## src/common/sbpcr_pkg.sv

```systemverilog
package sbpcr_pkg;

  // Register indices; the byte address is four times the index
  localparam logic [7:0] IDX_SERIAL_ROLE = 8'h5b;
  localparam logic [7:0] IDX_BURST_LOW = 8'h5c;
  localparam logic [7:0] IDX_STARTUP_SRC = 8'h5e;
  localparam logic [7:0] IDX_RX_DIV_CFG = 8'h5f;
  localparam logic [7:0] IDX_RX_PWR_CFG = 8'h61;
  localparam logic [7:0] IDX_RX_LOCK = 8'h64;
  localparam logic [7:0] IDX_TX_DIV_CFG = 8'h65;
  localparam logic [7:0] IDX_TX_PWR_CFG = 8'h66;
  localparam logic [7:0] IDX_TX_LOCK = 8'h69;
  localparam logic [7:0] IDX_SH_PWR_CFG = 8'h6a;
  localparam logic [7:0] IDX_SH_FB_LOW = 8'h6b;
  localparam logic [7:0] IDX_IRQ_STATUS = 8'h80;
  localparam logic [7:0] IDX_IRQ_MASK = 8'h81;
  localparam logic [7:0] IDX_BURST_KICK = 8'h82;

  // Reset values
  localparam logic [7:0] RST_SERIAL_ROLE = 8'h90;
  localparam logic [7:0] RST_BURST_LOW = 8'h00;
  localparam logic [7:0] RST_STARTUP_SRC = 8'h01;
  localparam logic [7:0] RST_RX_DIV_CFG = 8'h60;
  localparam logic [7:0] RST_TX_DIV_CFG = 8'h30;
  localparam logic [7:0] RST_PWR_CFG = 8'h07;
  localparam logic [7:0] RST_SH_PWR_CFG = 8'he0;
  localparam logic [7:0] RST_SH_FB_LOW = 8'h12;

  // Writable bit masks
  localparam logic [7:0] WM_SERIAL_ROLE = 8'hff;
  localparam logic [7:0] WM_STARTUP_SRC = 8'h01;
  localparam logic [7:0] WM_DIV_CFG = 8'h7f;
  localparam logic [7:0] WM_PWR_CFG = 8'h3f;
  localparam logic [7:0] WM_IRQ = 8'h03;

  // Field positions
  localparam int MODE_BIT = 0;
  localparam int SEL_LSB = 1;
  localparam int BMSB_LSB = 3;
  localparam int FB_LSB = 4;
  localparam int PD_LSB = 3;
  localparam int LOCK_BIT = 7;
  localparam int SH_PD_BIT = 7;
  localparam int SH_DSM_BIT = 6;
  localparam int SH_DAC_BIT = 5;
  localparam int SH_BYP_BIT = 4;
  localparam int IRQ_DONE_BIT = 0;
  localparam int IRQ_LOCK_BIT = 1;

  localparam logic [3:0] FB_OFFSET = 4'h2;

  typedef struct packed {
    logic pll_off;
    logic div_off;
    logic drv_off;
    logic [3:0] post_ratio;
    logic [3:0] fb_ratio;
    logic [3:0] phase_sel;
  } sbpcr_synth_type;

endpackage

```

## src/hdl/sbpcr_regs.sv

```systemverilog
// Our own choice: the APB slave port.
`timescale 1ns/100ps
// Notes on behaviour
// - Role bit 0: zero selects slave operation, one selects master.
// - Select field routes chip select to output 0..2; code 3 unused.
// - Burst length is 13 bits: five high bits plus low register.
// - Master burst sends exactly burst length bytes as queue data arrives.
// - Boot bit resets high for boot ROM; zero starts from SRAM.
// - Receive feedback ratio is code plus two, reset code six.
// - Transmit feedback ratio is code plus two, reset code three.
// - Post divider code zero means five, others mean code plus one.
// - Receive synth has three power-down bits, all reset high.
// - Transmit synth has three power-down bits, all reset high.
// - Bits 3:0 select test output phase, reset zero.
// - Receive lock register read-only, bit 7 lock, rest zero.
// - Transmit lock register read-only, bit 7 lock, rest zero.
// - Shared synth resets with power, modulator and DAC powered down.
// - Bypass bit drives bypass pin; output off while powered down.
// - Shared feedback divider is 12 bits, low byte resets 0x12.
module sbpcr_regs
  import sbpcr_pkg::*;
(
  input wire logic clk_i,
  input wire logic rst_i,
  input wire logic psel_i,
  input wire logic penable_i,
  input wire logic pwrite_i,
  input wire logic [31:0] paddr_i,
  input wire logic [31:0] pwdata_i,
  input wire logic [3:0] pstrb_i,
  output logic [31:0] prdata_o,
  output logic pready_o,
  output logic pslverr_o,
  input wire logic rx_lock_i,
  input wire logic tx_lock_i,
  input wire logic q_valid_i,
  input wire logic [7:0] q_data_i,
  output logic q_ready_o,
  output logic tx_byte_valid_o,
  output logic [7:0] tx_byte_o,
  output logic master_mode_o,
  output logic chip_select_out_zero_o,
  output logic chip_select_out_one_o,
  output logic chip_select_out_two_o,
  output logic boot_from_rom_o,
  output sbpcr_synth_type rx_synth_o,
  output sbpcr_synth_type tx_synth_o,
  output logic sh_pd_o,
  output logic sh_dsm_pd_o,
  output logic sh_dac_pd_o,
  output logic sh_bypass_o,
  output logic [11:0] sh_fbdiv_o,
  output logic burst_busy_o,
  output logic irq_o
);

  // ----------------------------------------------------------------
  // Register storage
  // ----------------------------------------------------------------
  logic [7:0] serial_role_and_select;
  logic [7:0] burst_length_low;
  logic [7:0] startup_source_select;
  logic [7:0] receive_synth_divider_cfg;
  logic [7:0] receive_synth_output_power_cfg;
  logic [7:0] transmit_synth_divider_cfg;
  logic [7:0] transmit_synth_output_power_cfg;
  logic [7:0] shared_synth_power_bypass_cfg;
  logic [7:0] shared_synth_feedback_low;
  logic [7:0] irq_status;
  logic [7:0] irq_mask;
  logic [12:0] burst_left;
  logic [1:0] rx_lock_sync;
  logic [1:0] tx_lock_sync;
  logic lock_prev;

  // ----------------------------------------------------------------
  // Bus decode
  // ----------------------------------------------------------------
  wire logic [7:0] idx = paddr_i[9:2];
  wire logic addr_ok = (paddr_i[31:10] == 22'h00_0000) &&
                       (paddr_i[1:0] == 2'b00);
  wire logic acc = psel_i && penable_i;
  wire logic wr = acc && pwrite_i && pstrb_i[0] && addr_ok;
  wire logic wr_role = wr && (idx == IDX_SERIAL_ROLE);
  wire logic wr_blow = wr && (idx == IDX_BURST_LOW);
  wire logic wr_boot = wr && (idx == IDX_STARTUP_SRC);
  wire logic wr_rxd = wr && (idx == IDX_RX_DIV_CFG);
  wire logic wr_rxp = wr && (idx == IDX_RX_PWR_CFG);
  wire logic wr_txd = wr && (idx == IDX_TX_DIV_CFG);
  wire logic wr_txp = wr && (idx == IDX_TX_PWR_CFG);
  wire logic wr_shp = wr && (idx == IDX_SH_PWR_CFG);
  wire logic wr_shf = wr && (idx == IDX_SH_FB_LOW);
  wire logic wr_ist = wr && (idx == IDX_IRQ_STATUS);
  wire logic wr_imk = wr && (idx == IDX_IRQ_MASK);
  wire logic wr_kick = wr && (idx == IDX_BURST_KICK) && pwdata_i[0];
  wire logic [7:0] wd = pwdata_i[7:0];

  function automatic logic [7:0] masked(input logic [7:0] v,
                                        input logic [7:0] m);
    masked = v & m;
  endfunction

  function automatic logic [3:0] fb_ratio(input logic [2:0] c);
    fb_ratio = {1'b0, c} + FB_OFFSET;
  endfunction

  function automatic logic [3:0] post_ratio(input logic [2:0] c);
    post_ratio = (c == 3'h0) ? 4'h5 : ({1'b0, c} + 4'h1);
  endfunction

  logic known;
  logic [7:0] rd_byte;
  always_comb begin
    known = 1'b1;
    unique case (idx)
      IDX_SERIAL_ROLE: rd_byte = serial_role_and_select;
      IDX_BURST_LOW: rd_byte = burst_length_low;
      IDX_STARTUP_SRC: rd_byte = startup_source_select;
      IDX_RX_DIV_CFG: rd_byte = receive_synth_divider_cfg;
      IDX_RX_PWR_CFG: rd_byte = receive_synth_output_power_cfg;
      IDX_RX_LOCK: rd_byte = {rx_lock_sync[1], 7'h00};
      IDX_TX_DIV_CFG: rd_byte = transmit_synth_divider_cfg;
      IDX_TX_PWR_CFG: rd_byte = transmit_synth_output_power_cfg;
      IDX_TX_LOCK: rd_byte = {tx_lock_sync[1], 7'h00};
      IDX_SH_PWR_CFG: rd_byte = shared_synth_power_bypass_cfg;
      IDX_SH_FB_LOW: rd_byte = shared_synth_feedback_low;
      IDX_IRQ_STATUS: rd_byte = irq_status;
      IDX_IRQ_MASK: rd_byte = irq_mask;
      IDX_BURST_KICK: rd_byte = 8'h00;
      default: begin
        rd_byte = 8'h00;
        known = 1'b0;
      end
    endcase
  end

  wire logic hit = known && addr_ok;
  assign pready_o = 1'b1;
  // Unmapped or misaligned accesses error; zero-wait slave
  assign pslverr_o = acc && !hit;

  always_ff @(posedge clk_i) begin
    if (rst_i) begin
      prdata_o <= 32'h0000_0000;
    end else if (psel_i && !penable_i && !pwrite_i) begin
      prdata_o <= {24'h00_0000, hit ? rd_byte : 8'h00};
    end
  end

  // ----------------------------------------------------------------
  // Configuration registers
  // ----------------------------------------------------------------
  always_ff @(posedge clk_i) begin
    if (rst_i) begin
      serial_role_and_select <= RST_SERIAL_ROLE;
      burst_length_low <= RST_BURST_LOW;
      startup_source_select <= RST_STARTUP_SRC;
      receive_synth_divider_cfg <= RST_RX_DIV_CFG;
      receive_synth_output_power_cfg <= RST_PWR_CFG;
      transmit_synth_divider_cfg <= RST_TX_DIV_CFG;
      transmit_synth_output_power_cfg <= RST_PWR_CFG;
      shared_synth_power_bypass_cfg <= RST_SH_PWR_CFG;
      shared_synth_feedback_low <= RST_SH_FB_LOW;
      irq_mask <= 8'h00;
    end else begin
      if (wr_role) serial_role_and_select <= masked(wd, WM_SERIAL_ROLE);
      if (wr_blow) burst_length_low <= wd;
      if (wr_boot) startup_source_select <= masked(wd, WM_STARTUP_SRC);
      if (wr_rxd) receive_synth_divider_cfg <= masked(wd, WM_DIV_CFG);
      if (wr_rxp) receive_synth_output_power_cfg <= masked(wd, WM_PWR_CFG);
      if (wr_txd) transmit_synth_divider_cfg <= masked(wd, WM_DIV_CFG);
      if (wr_txp) transmit_synth_output_power_cfg <= masked(wd, WM_PWR_CFG);
      if (wr_shp) shared_synth_power_bypass_cfg <= wd;
      if (wr_shf) shared_synth_feedback_low <= wd;
      if (wr_imk) irq_mask <= masked(wd, WM_IRQ);
    end
  end

  // ----------------------------------------------------------------
  // Control outputs
  // ----------------------------------------------------------------
  wire logic [1:0] cs_code = serial_role_and_select[SEL_LSB +: 2];
  assign master_mode_o = serial_role_and_select[MODE_BIT];
  assign chip_select_out_zero_o = master_mode_o && (cs_code == 2'd0);
  assign chip_select_out_one_o = master_mode_o && (cs_code == 2'd1);
  assign chip_select_out_two_o = master_mode_o && (cs_code == 2'd2);
  assign boot_from_rom_o = startup_source_select[0];

  function automatic sbpcr_synth_type synth(input logic [7:0] dv,
                                            input logic [7:0] pw);
    synth.pll_off = pw[2];
    synth.div_off = pw[1];
    synth.drv_off = pw[0];
    synth.post_ratio = post_ratio(pw[PD_LSB +: 3]);
    synth.fb_ratio = fb_ratio(dv[FB_LSB +: 3]);
    synth.phase_sel = dv[3:0];
  endfunction

  assign rx_synth_o = synth(receive_synth_divider_cfg,
                            receive_synth_output_power_cfg);
  assign tx_synth_o = synth(transmit_synth_divider_cfg,
                            transmit_synth_output_power_cfg);

  assign sh_pd_o = shared_synth_power_bypass_cfg[SH_PD_BIT];
  assign sh_dsm_pd_o = shared_synth_power_bypass_cfg[SH_DSM_BIT];
  assign sh_dac_pd_o = shared_synth_power_bypass_cfg[SH_DAC_BIT];
  assign sh_bypass_o = shared_synth_power_bypass_cfg[SH_BYP_BIT] && !sh_pd_o;
  assign sh_fbdiv_o = {shared_synth_power_bypass_cfg[3:0],
                       shared_synth_feedback_low};

  // ----------------------------------------------------------------
  // Radar burst pump
  // ----------------------------------------------------------------
  wire logic [12:0] burst_len = {serial_role_and_select[BMSB_LSB +: 5],
                                 burst_length_low};
  assign burst_busy_o = (burst_left != 13'h0000);
  // Stall the queue only when idle; ready for every byte, the last included, while a burst is active
  assign q_ready_o = burst_busy_o;
  wire logic take = q_valid_i && q_ready_o;
  wire logic burst_done = take && (burst_left == 13'h0001);

  always_ff @(posedge clk_i) begin
    if (rst_i) begin
      burst_left <= 13'h0000;
      tx_byte_valid_o <= 1'b0;
      tx_byte_o <= 8'h00;
    end else begin
      tx_byte_valid_o <= take;
      if (take) tx_byte_o <= q_data_i;
      if (take) begin
        burst_left <= burst_left - 13'h0001;
      end else if (wr_kick && master_mode_o && !burst_busy_o) begin
        burst_left <= burst_len;
      end
    end
  end

  // ----------------------------------------------------------------
  // Lock sync and interrupts
  // ----------------------------------------------------------------
  wire logic lock_lost = lock_prev && !rx_lock_sync[1];
  always_ff @(posedge clk_i) begin
    if (rst_i) begin
      rx_lock_sync <= 2'b00;
      tx_lock_sync <= 2'b00;
      lock_prev <= 1'b0;
      irq_status <= 8'h00;
    end else begin
      rx_lock_sync <= {rx_lock_sync[0], rx_lock_i};
      tx_lock_sync <= {tx_lock_sync[0], tx_lock_i};
      lock_prev <= rx_lock_sync[1];
      // Set wins over write-one-to-clear
      irq_status <= (irq_status & ~(wr_ist ? masked(wd, WM_IRQ) : 8'h00))
                    | {6'h00, lock_lost, burst_done};
    end
  end
  assign irq_o = |(irq_status & irq_mask);
endmodule
```

## config.mk

```make
export PLATFORM = sky130hd
export DESIGN_NAME = sbpcr_regs
export DESIGN_NICKNAME = d
export VERILOG_FILES = /design/src/common/sbpcr_pkg.sv /design/src/hdl/sbpcr_regs.sv
export SDC_FILE = /design/constraint.sdc
export NUM_CORES = 1
export LEC_CHECK = 0
export ABC_AREA = 1
export BUFFER_PORTS_ARGS = -buffer_cell sky130_fd_sc_hd__buf_4
export CAP_MARGIN = 20
export CORE_MARGIN = 5
export CORE_UTILIZATION = 51
export CTS_CLUSTER_DIAMETER = 80
export DETAILED_ROUTE_END_ITERATION = 16
export GPL_ROUTABILITY_DRIVEN = 0
export PLACE_DENSITY = 0.88
export SLEW_MARGIN = 30
export SYNTH_ARGS = -nofsm -noshare
export SYNTH_HDL_FRONTEND = slang
export SYNTH_SLANG_ARGS = --single-unit
```

## constraint.sdc

```tcl
create_clock -name clk_i -period 1.71 [get_ports clk_i]
set_input_delay 0.171 -clock clk_i [delete_from_list [all_inputs] [get_ports clk_i]]
set_output_delay 0.171 -clock clk_i [all_outputs]
set_load 0.03 [all_outputs]
```

==> results.yml, run 1 <==
setup_path:
  cpPeakStageDelay_ns: 0.36
  crit_fanout: 5
  cp_common_cell: "nor2_4"
  slowest_stage: "dfxtp_2"
  cp-start-kind: "flop"
  worstPathRequired_ns: 1.54
  rr_worst_depth: 10
  path_cells: "nor2_4 -> nand2_2 -> nor2_4 -> nand3b_4 -> buf_6"
  worst_ep_arrival_time_ns: 1.46
  end_kind: "primary output"
  r2r_start: "burst_left[0]"
  cp_num_buf_inv: 1
  crit_type: "flop to primary output"
  crit_family: "simple AND/OR/NAND/NOR gates"
  rrSetupSlack_ns: 0.12
  timing.rr.end: "burst_left[4]"
die:
  coreArea_um2: 10320
  ios: 181
  die_area_um2: 12730
  die_w_um: 112.8
  std_cell_rows: 37
  start_util_pct: 52.21
  die_y_um: 112.8
drt:
  vias: 5420
  drc: 0
  post_drt_wl_per_cell_um: 14.73
  drt_iter0_markers: 484
  totalWireLength_um: 15080
  drtAntennaViolNets: 0
  first_pass_iters: 7
  viasPerCell: 5.293
sta:
  fin_crit_sh_pct: 95.15
  maxSlewViolCount: 0
  fin_skew_ns: 0.01021
  hold_viol_final: 0
  setup_viol: 0
  maxClockFrequency_mhz: 614.6
  post-route-min-period_ns: 1.627
placed_design:
  hpwl_um: 11240
  port_buffers: 128
  placed_area_um2: 6352
synth:
  ys_seq_area_share_pct: 36.40
  synthDistinctLibCells: 37
  ys_ff_latch: 98
  synth_cells: 762
  synth_edf_count: 0
  async_reset_ff_share_pct: 0
  syn_area_per_cell_um2: 7.074
  dominantRegCellSynth: "dfxtp_1"
  yosys_warnings: 0
  syn_area_um2: 5390
grt:
  grt_max_degree: 75
  grt_overflow_total: 0
  antenna_found_initial: 0
  grt_pass1_vias: 4926
  grt.total_usage_pct: 22.48
  grt_pass1_wl_um: 23320
clocking:
  htree_levels: 3
  cts_tree: "done"
  clock_latency_ns: 0.37
  cts_buffers: 9
  clkSinkCount: 98
  cts.root.buffer_cell: "clkbuf_8"
  path_clk_slew_ns: 0.09
  cts_buffer_depth: 2
pwr:
  cellPowerDensity_nw_per_um2: 1062
  p_total_w: 0.007093
  p_leak_nw: 3.286
  ir_drop_mv: 0.7115
finish:
  n_antenna_cell: 0
  nets: 975
  post-route-cell-area_um2: 6678
  drive_gt1_share_pct: 25.79
  area_growth_pct: 23.89
  layout_common_cells: "buf_4, nand2_1, nor2_1, dfxtp_1, o21ai_0"
  final_common_cell: "buf_4"
worst_hold_path:
  hp-class: "primary input to flop"
  hold_depth: 3
  hold_end: "tx_byte_o[6]"
  worstHoldStart: "q_data_i[6]"
run_status:
  outcome: "finished, final reports clean"
flow_run:
  drv_cap: 0
worst max path at each step:
stage	slack, ns	start	cells past startpoint	endpoint
after floorplan	0.13	burst_left[0]	11	burst_left[3]
after CTS	0.02	burst_left[1]	6	burst_busy_o
after detailed placement	0.04	paddr_i[9]	13	prdata_o[3]
after global placement	0.07	paddr_i[5]	11	pslverr_o
final	0.08	burst_left[4]	5	q_ready_o
after global routing	-0.003	burst_left[2]	9	burst_left[12]
area by class of cell:
class,instances,area [um2]
well taps,136,170.2
repair buffers,154,1210
clock buffers,12,135.1
fillers,916,3646
flip-flops and latches,98,1967
inverters,65,254.0
clock inverters,4,76.32
multi-input cells,555,2865
worst reg2reg max path, delay by kind of cell, from the launching register on:
family          cells  cell delay (ns)
compound gates      2             0.29
buf+inv             2             0.19
flops               1             0.34
fa+ha+maj           1             0.17
simple gates        5             0.49
kinds of logic (layout without fill, tap and decap cells):
logic type / after synthesis / count (layout) / synth area share [%]
xor+xnor: 4 / 4 / 0.6501
fa+ha+maj: 8 / 8 / 1.857
flops: 98 / 98 / 36.40
other cells: 2 / 25 / 0.1393
buf+inv: 132 / 235 / 13.02
compound gates: 149 / 149 / 14.86
simple gates: 369 / 369 / 33.08
registers in the layout, indices dropped and copies added, names as in the netlist, 2 cells and up:
register / cells
serial_role_and_select: 8
receive_synth_divider_cfg: 7
transmit_synth_divider_cfg: 7
transmit_synth_output_power_cfg: 6
shared_synth_feedback_low: 8
rx_lock_sync: 2
irq_status: 2
prdata_o: 8
shared_synth_power_bypass_cfg: 8
tx_byte_o: 8
burst_left: 13
irq_mask: 2
tx_lock_sync: 2
burst_length_low: 8
receive_synth_output_power_cfg: 6
repair_timing:
item / 4_1_cts / 5_1_grt
endpoints found under the setup margin: 2 / 23
pin swaps: 0 / 3
gates resized for setup: 4 / 17
buffers inserted: 0 / 3
endpoints found under the hold margin: 2 / 0
hold buffers: 2 / 0
metrics by stage:
step	TNS (ns)	hold slack (ns)	std cells	util [%]	setup slack, ns
floorplan	0	0.2780	785	-	0.1256
global placement	0	0.3756	1003	61.53	0.07041
detailed placement	0	0.3829	1003	61.53	0.03626
CTS	0	0.008004	1021	63.86	0.01827
global route	-0.002665	0.02037	1024	64.68	-0.002665
finish	0	0.02801	1024	64.68	0.08295
where the power goes:
group | switching (W) | total (W) | internal (W)
clock network | 0.000797 | 0.00163 | 0.000829
registers | 0.000192 | 0.00270 | 0.00250
logic | 0.00172 | 0.00277 | 0.00105
cells in the mapped netlist (9+ instances only):
master	n	area [um2]
a21oi_1	45	225.2
buf_4	47	352.8
clkbuf_1	12	45.04
dfxtp_1	98	1962
inv_1	55	206.5
nand2_1	135	506.7
nand3_1	55	275.3
nor2_1	125	469.2
nor2_4	9	101.4
o211ai_1	9	67.56
o21ai_0	73	365.4
o21ai_1	11	55.05
per-layer routing:
metal	part of all wire (%)	wire length (um)	vias up	track usage (%)
li1	-	-	2655	-
met1	41	6231	2500	29.27
met2	47	7138	243	37.28
met3	9.5	1432	22	4.118
met4	1.8	276	0	8.173
met5	0	0	-	0
Note: power is estimated with default switching activity, not from simulation.
==> inputs of run 2 (changes only) <==
Settings changed: GPL_TIMING_DRIVEN set to 0.
==> results.yml, run 2 (synthesis results as in run 1) <==
setup_path:
  cpPeakStageDelay_ns: 0.35
  cp-start-kind: "flop"
  path_cells: "inv_2 -> ha_4 -> nand2_4 -> inv_2 -> nand3b_4 -> buf_4 -> buf_4"
  slowest_stage: "dfxtp_2"
  crit_fanout: 3
  crit_type: "flop to primary output"
  worst_ep_arrival_time_ns: 1.49
  worstPathRequired_ns: 1.54
  end_kind: "primary output"
grt:
  grt_overflow_total: 0
  antenna_found_initial: 0
  grt_pass1_vias: 5287
  grt.total_usage_pct: 24.68
  grt_max_degree: 19
  grt_pass1_wl_um: 25780
finish:
  stdcell_count: 1073
  area_growth_pct: 29.57
  final_common_cell: "buf_4"
  n_antenna_cell: 0
  largest_reg_flops: 13
  fin_util_pct: 67.65
  layout_common_cells: "buf_4, nand2_1, nor2_1, dfxtp_1, o21ai_0"
  drive_gt1_share_pct: 30.10
  regMostFlops: "burst_left"
  nets: 1024
clocking:
  clkSinkCount: 98
  cts_tree: "done"
  cts_buffer_depth: 2
  cts.root.buffer_cell: "clkbuf_8"
  htree_levels: 3
  clock_latency_ns: 0.37
  cts_buffers: 9
  path_clk_slew_ns: 0.10
drt:
  post_drt_wl_per_cell_um: 15.22
  vias: 5634
  totalWireLength_um: 16330
  first_pass_iters: 5
  drtAntennaViolNets: 0
  viasPerCell: 5.251
  drc: 0
  drt_iter0_markers: 527
sta:
  tightestPinTransition_ns: 0.6085
  relSlewSlack_pct: 59.43
  fin_skew_ns: 0.008329
  maxSlewViolCount: 0
  rsz0062_at_grt: "yes"
  hold_viol_final: 0
  fin_crit_sh_pct: 97.17
  setup_viol: 0
  maxClockFrequency_mhz: 601.8
  post-route-min-period_ns: 1.662
pwr:
  p_total_w: 0.007271
  switching_share_pct: 40.77
  p_leak_nw: 3.512
  p_int_w: 0.004307
  ir_drop_mv: 0.7689
  power_frac_comb_pct: 42.0
  power_frac_seq_pct: 37.9
  p_clk_share_pct: 20.1
  p_switching_w: 0.002965
  cellPowerDensity_nw_per_um2: 1041
die:
  coreArea_um2: 10320
  std_cell_rows: 37
  die_y_um: 112.8
  die_area_um2: 12730
  die_w_um: 112.8
  start_util_pct: 52.21
  ios: 181
placed_design:
  placedCellCount: 1047
  port_buffers: 126
  hpwl_um: 12140
flow_run:
  drv_cap: 0
worst_hold_path:
  hp-class: "primary input to flop"
run_status:
  outcome: "finished, final reports clean"
-- run 2: cell count changes in the layout (fill, tap and decap cells not counted), sizes merged --
| cell | before | now |
|---|---|---|
| dlygate4sd3 | 2 | 1 |
| buf | 152 | 190 |
| clkbuf | 12 | 21 |
| clkinv | 1 | 3 |
| bufinv | 2 | 0 |
| inv | 65 | 68 |
-- run 2: worst paths after layout --
check,start,end,slack (ns),cells after the start
worst max-delay path,burst_left[1],q_ready_o,0.05,7
worst max register to register,burst_left[1],burst_left[11],0.08,10
worst min-delay path,tx_lock_i,tx_lock_sync[0],0.01,3
worst min register to register,tx_lock_sync[0],tx_lock_sync[1],0.41,2
-- run 2: worst max-delay path: cells and delay by family, from the launching register on --
kind / cells / cell delay (ns)
fa+ha+maj: 1 / 0.15
buf+inv: 4 / 0.45
flops: 1 / 0.35
simple gates: 2 / 0.17
-- run 2: power by group through the flow --
stage               Sequential, W  Clock, W  Combinational (W)
floorplan                 0.00285         0            0.00180
global placement          0.00273         0            0.00254
detailed placement        0.00274         0            0.00259
CTS                       0.00271   0.00146            0.00279
global route              0.00278   0.00154            0.00332
finish                    0.00275   0.00146            0.00306
-- run 2: what timing repair did --
item | in CTS | in global routing
resized for setup | 15 | 28
buffers inserted | 2 | 6
hold endpoints to repair | 1 | 0
hold buffers | 1 | 0
endpoints found under the setup margin | 11 | 17
cloned | 0 | 1
pin swaps | 3 | 6
-- run 2: stage by stage --
| stage | setup slack, ns | hold WS, ns | area [um2] | TNS (ns) |
|---|---|---|---|---|
| after floorplan | 0.1256 | 0.2780 | 5477 | 0 |
| after global placement | -0.09322 | 0.3750 | 6593 | -0.7255 |
| after detailed placement | -0.08796 | 0.3807 | 6593 | -1.042 |
| after CTS | 0.003178 | 0.009704 | 6848 | 0 |
| after global routing | -0.02582 | 0.003050 | 6984 | -0.05771 |
| final | 0.04833 | 0.01007 | 6984 | 0 |
-- run 2: final cells by class --
type | count | area, um2
fill | 891 | 3339
clock inverter | 7 | 61.31
timing repair buffer | 136 | 1033
tap | 136 | 170.2
inverter | 65 | 251.5
multi-input combinational | 555 | 2914
clock buffer | 9 | 123.9
buffer | 67 | 452.9
sequential | 98 | 1977
-- run 2: metal layers --
metal / up-vias / routed length [um] / track usage [%]
met5: - / 0 / 0
met4: 0 / 337 / 6.571
met3: 28 / 1814 / 4.599
met2: 329 / 7611 / 40.88
met1: 2529 / 6567 / 33.13
li1: 2748 / - / -
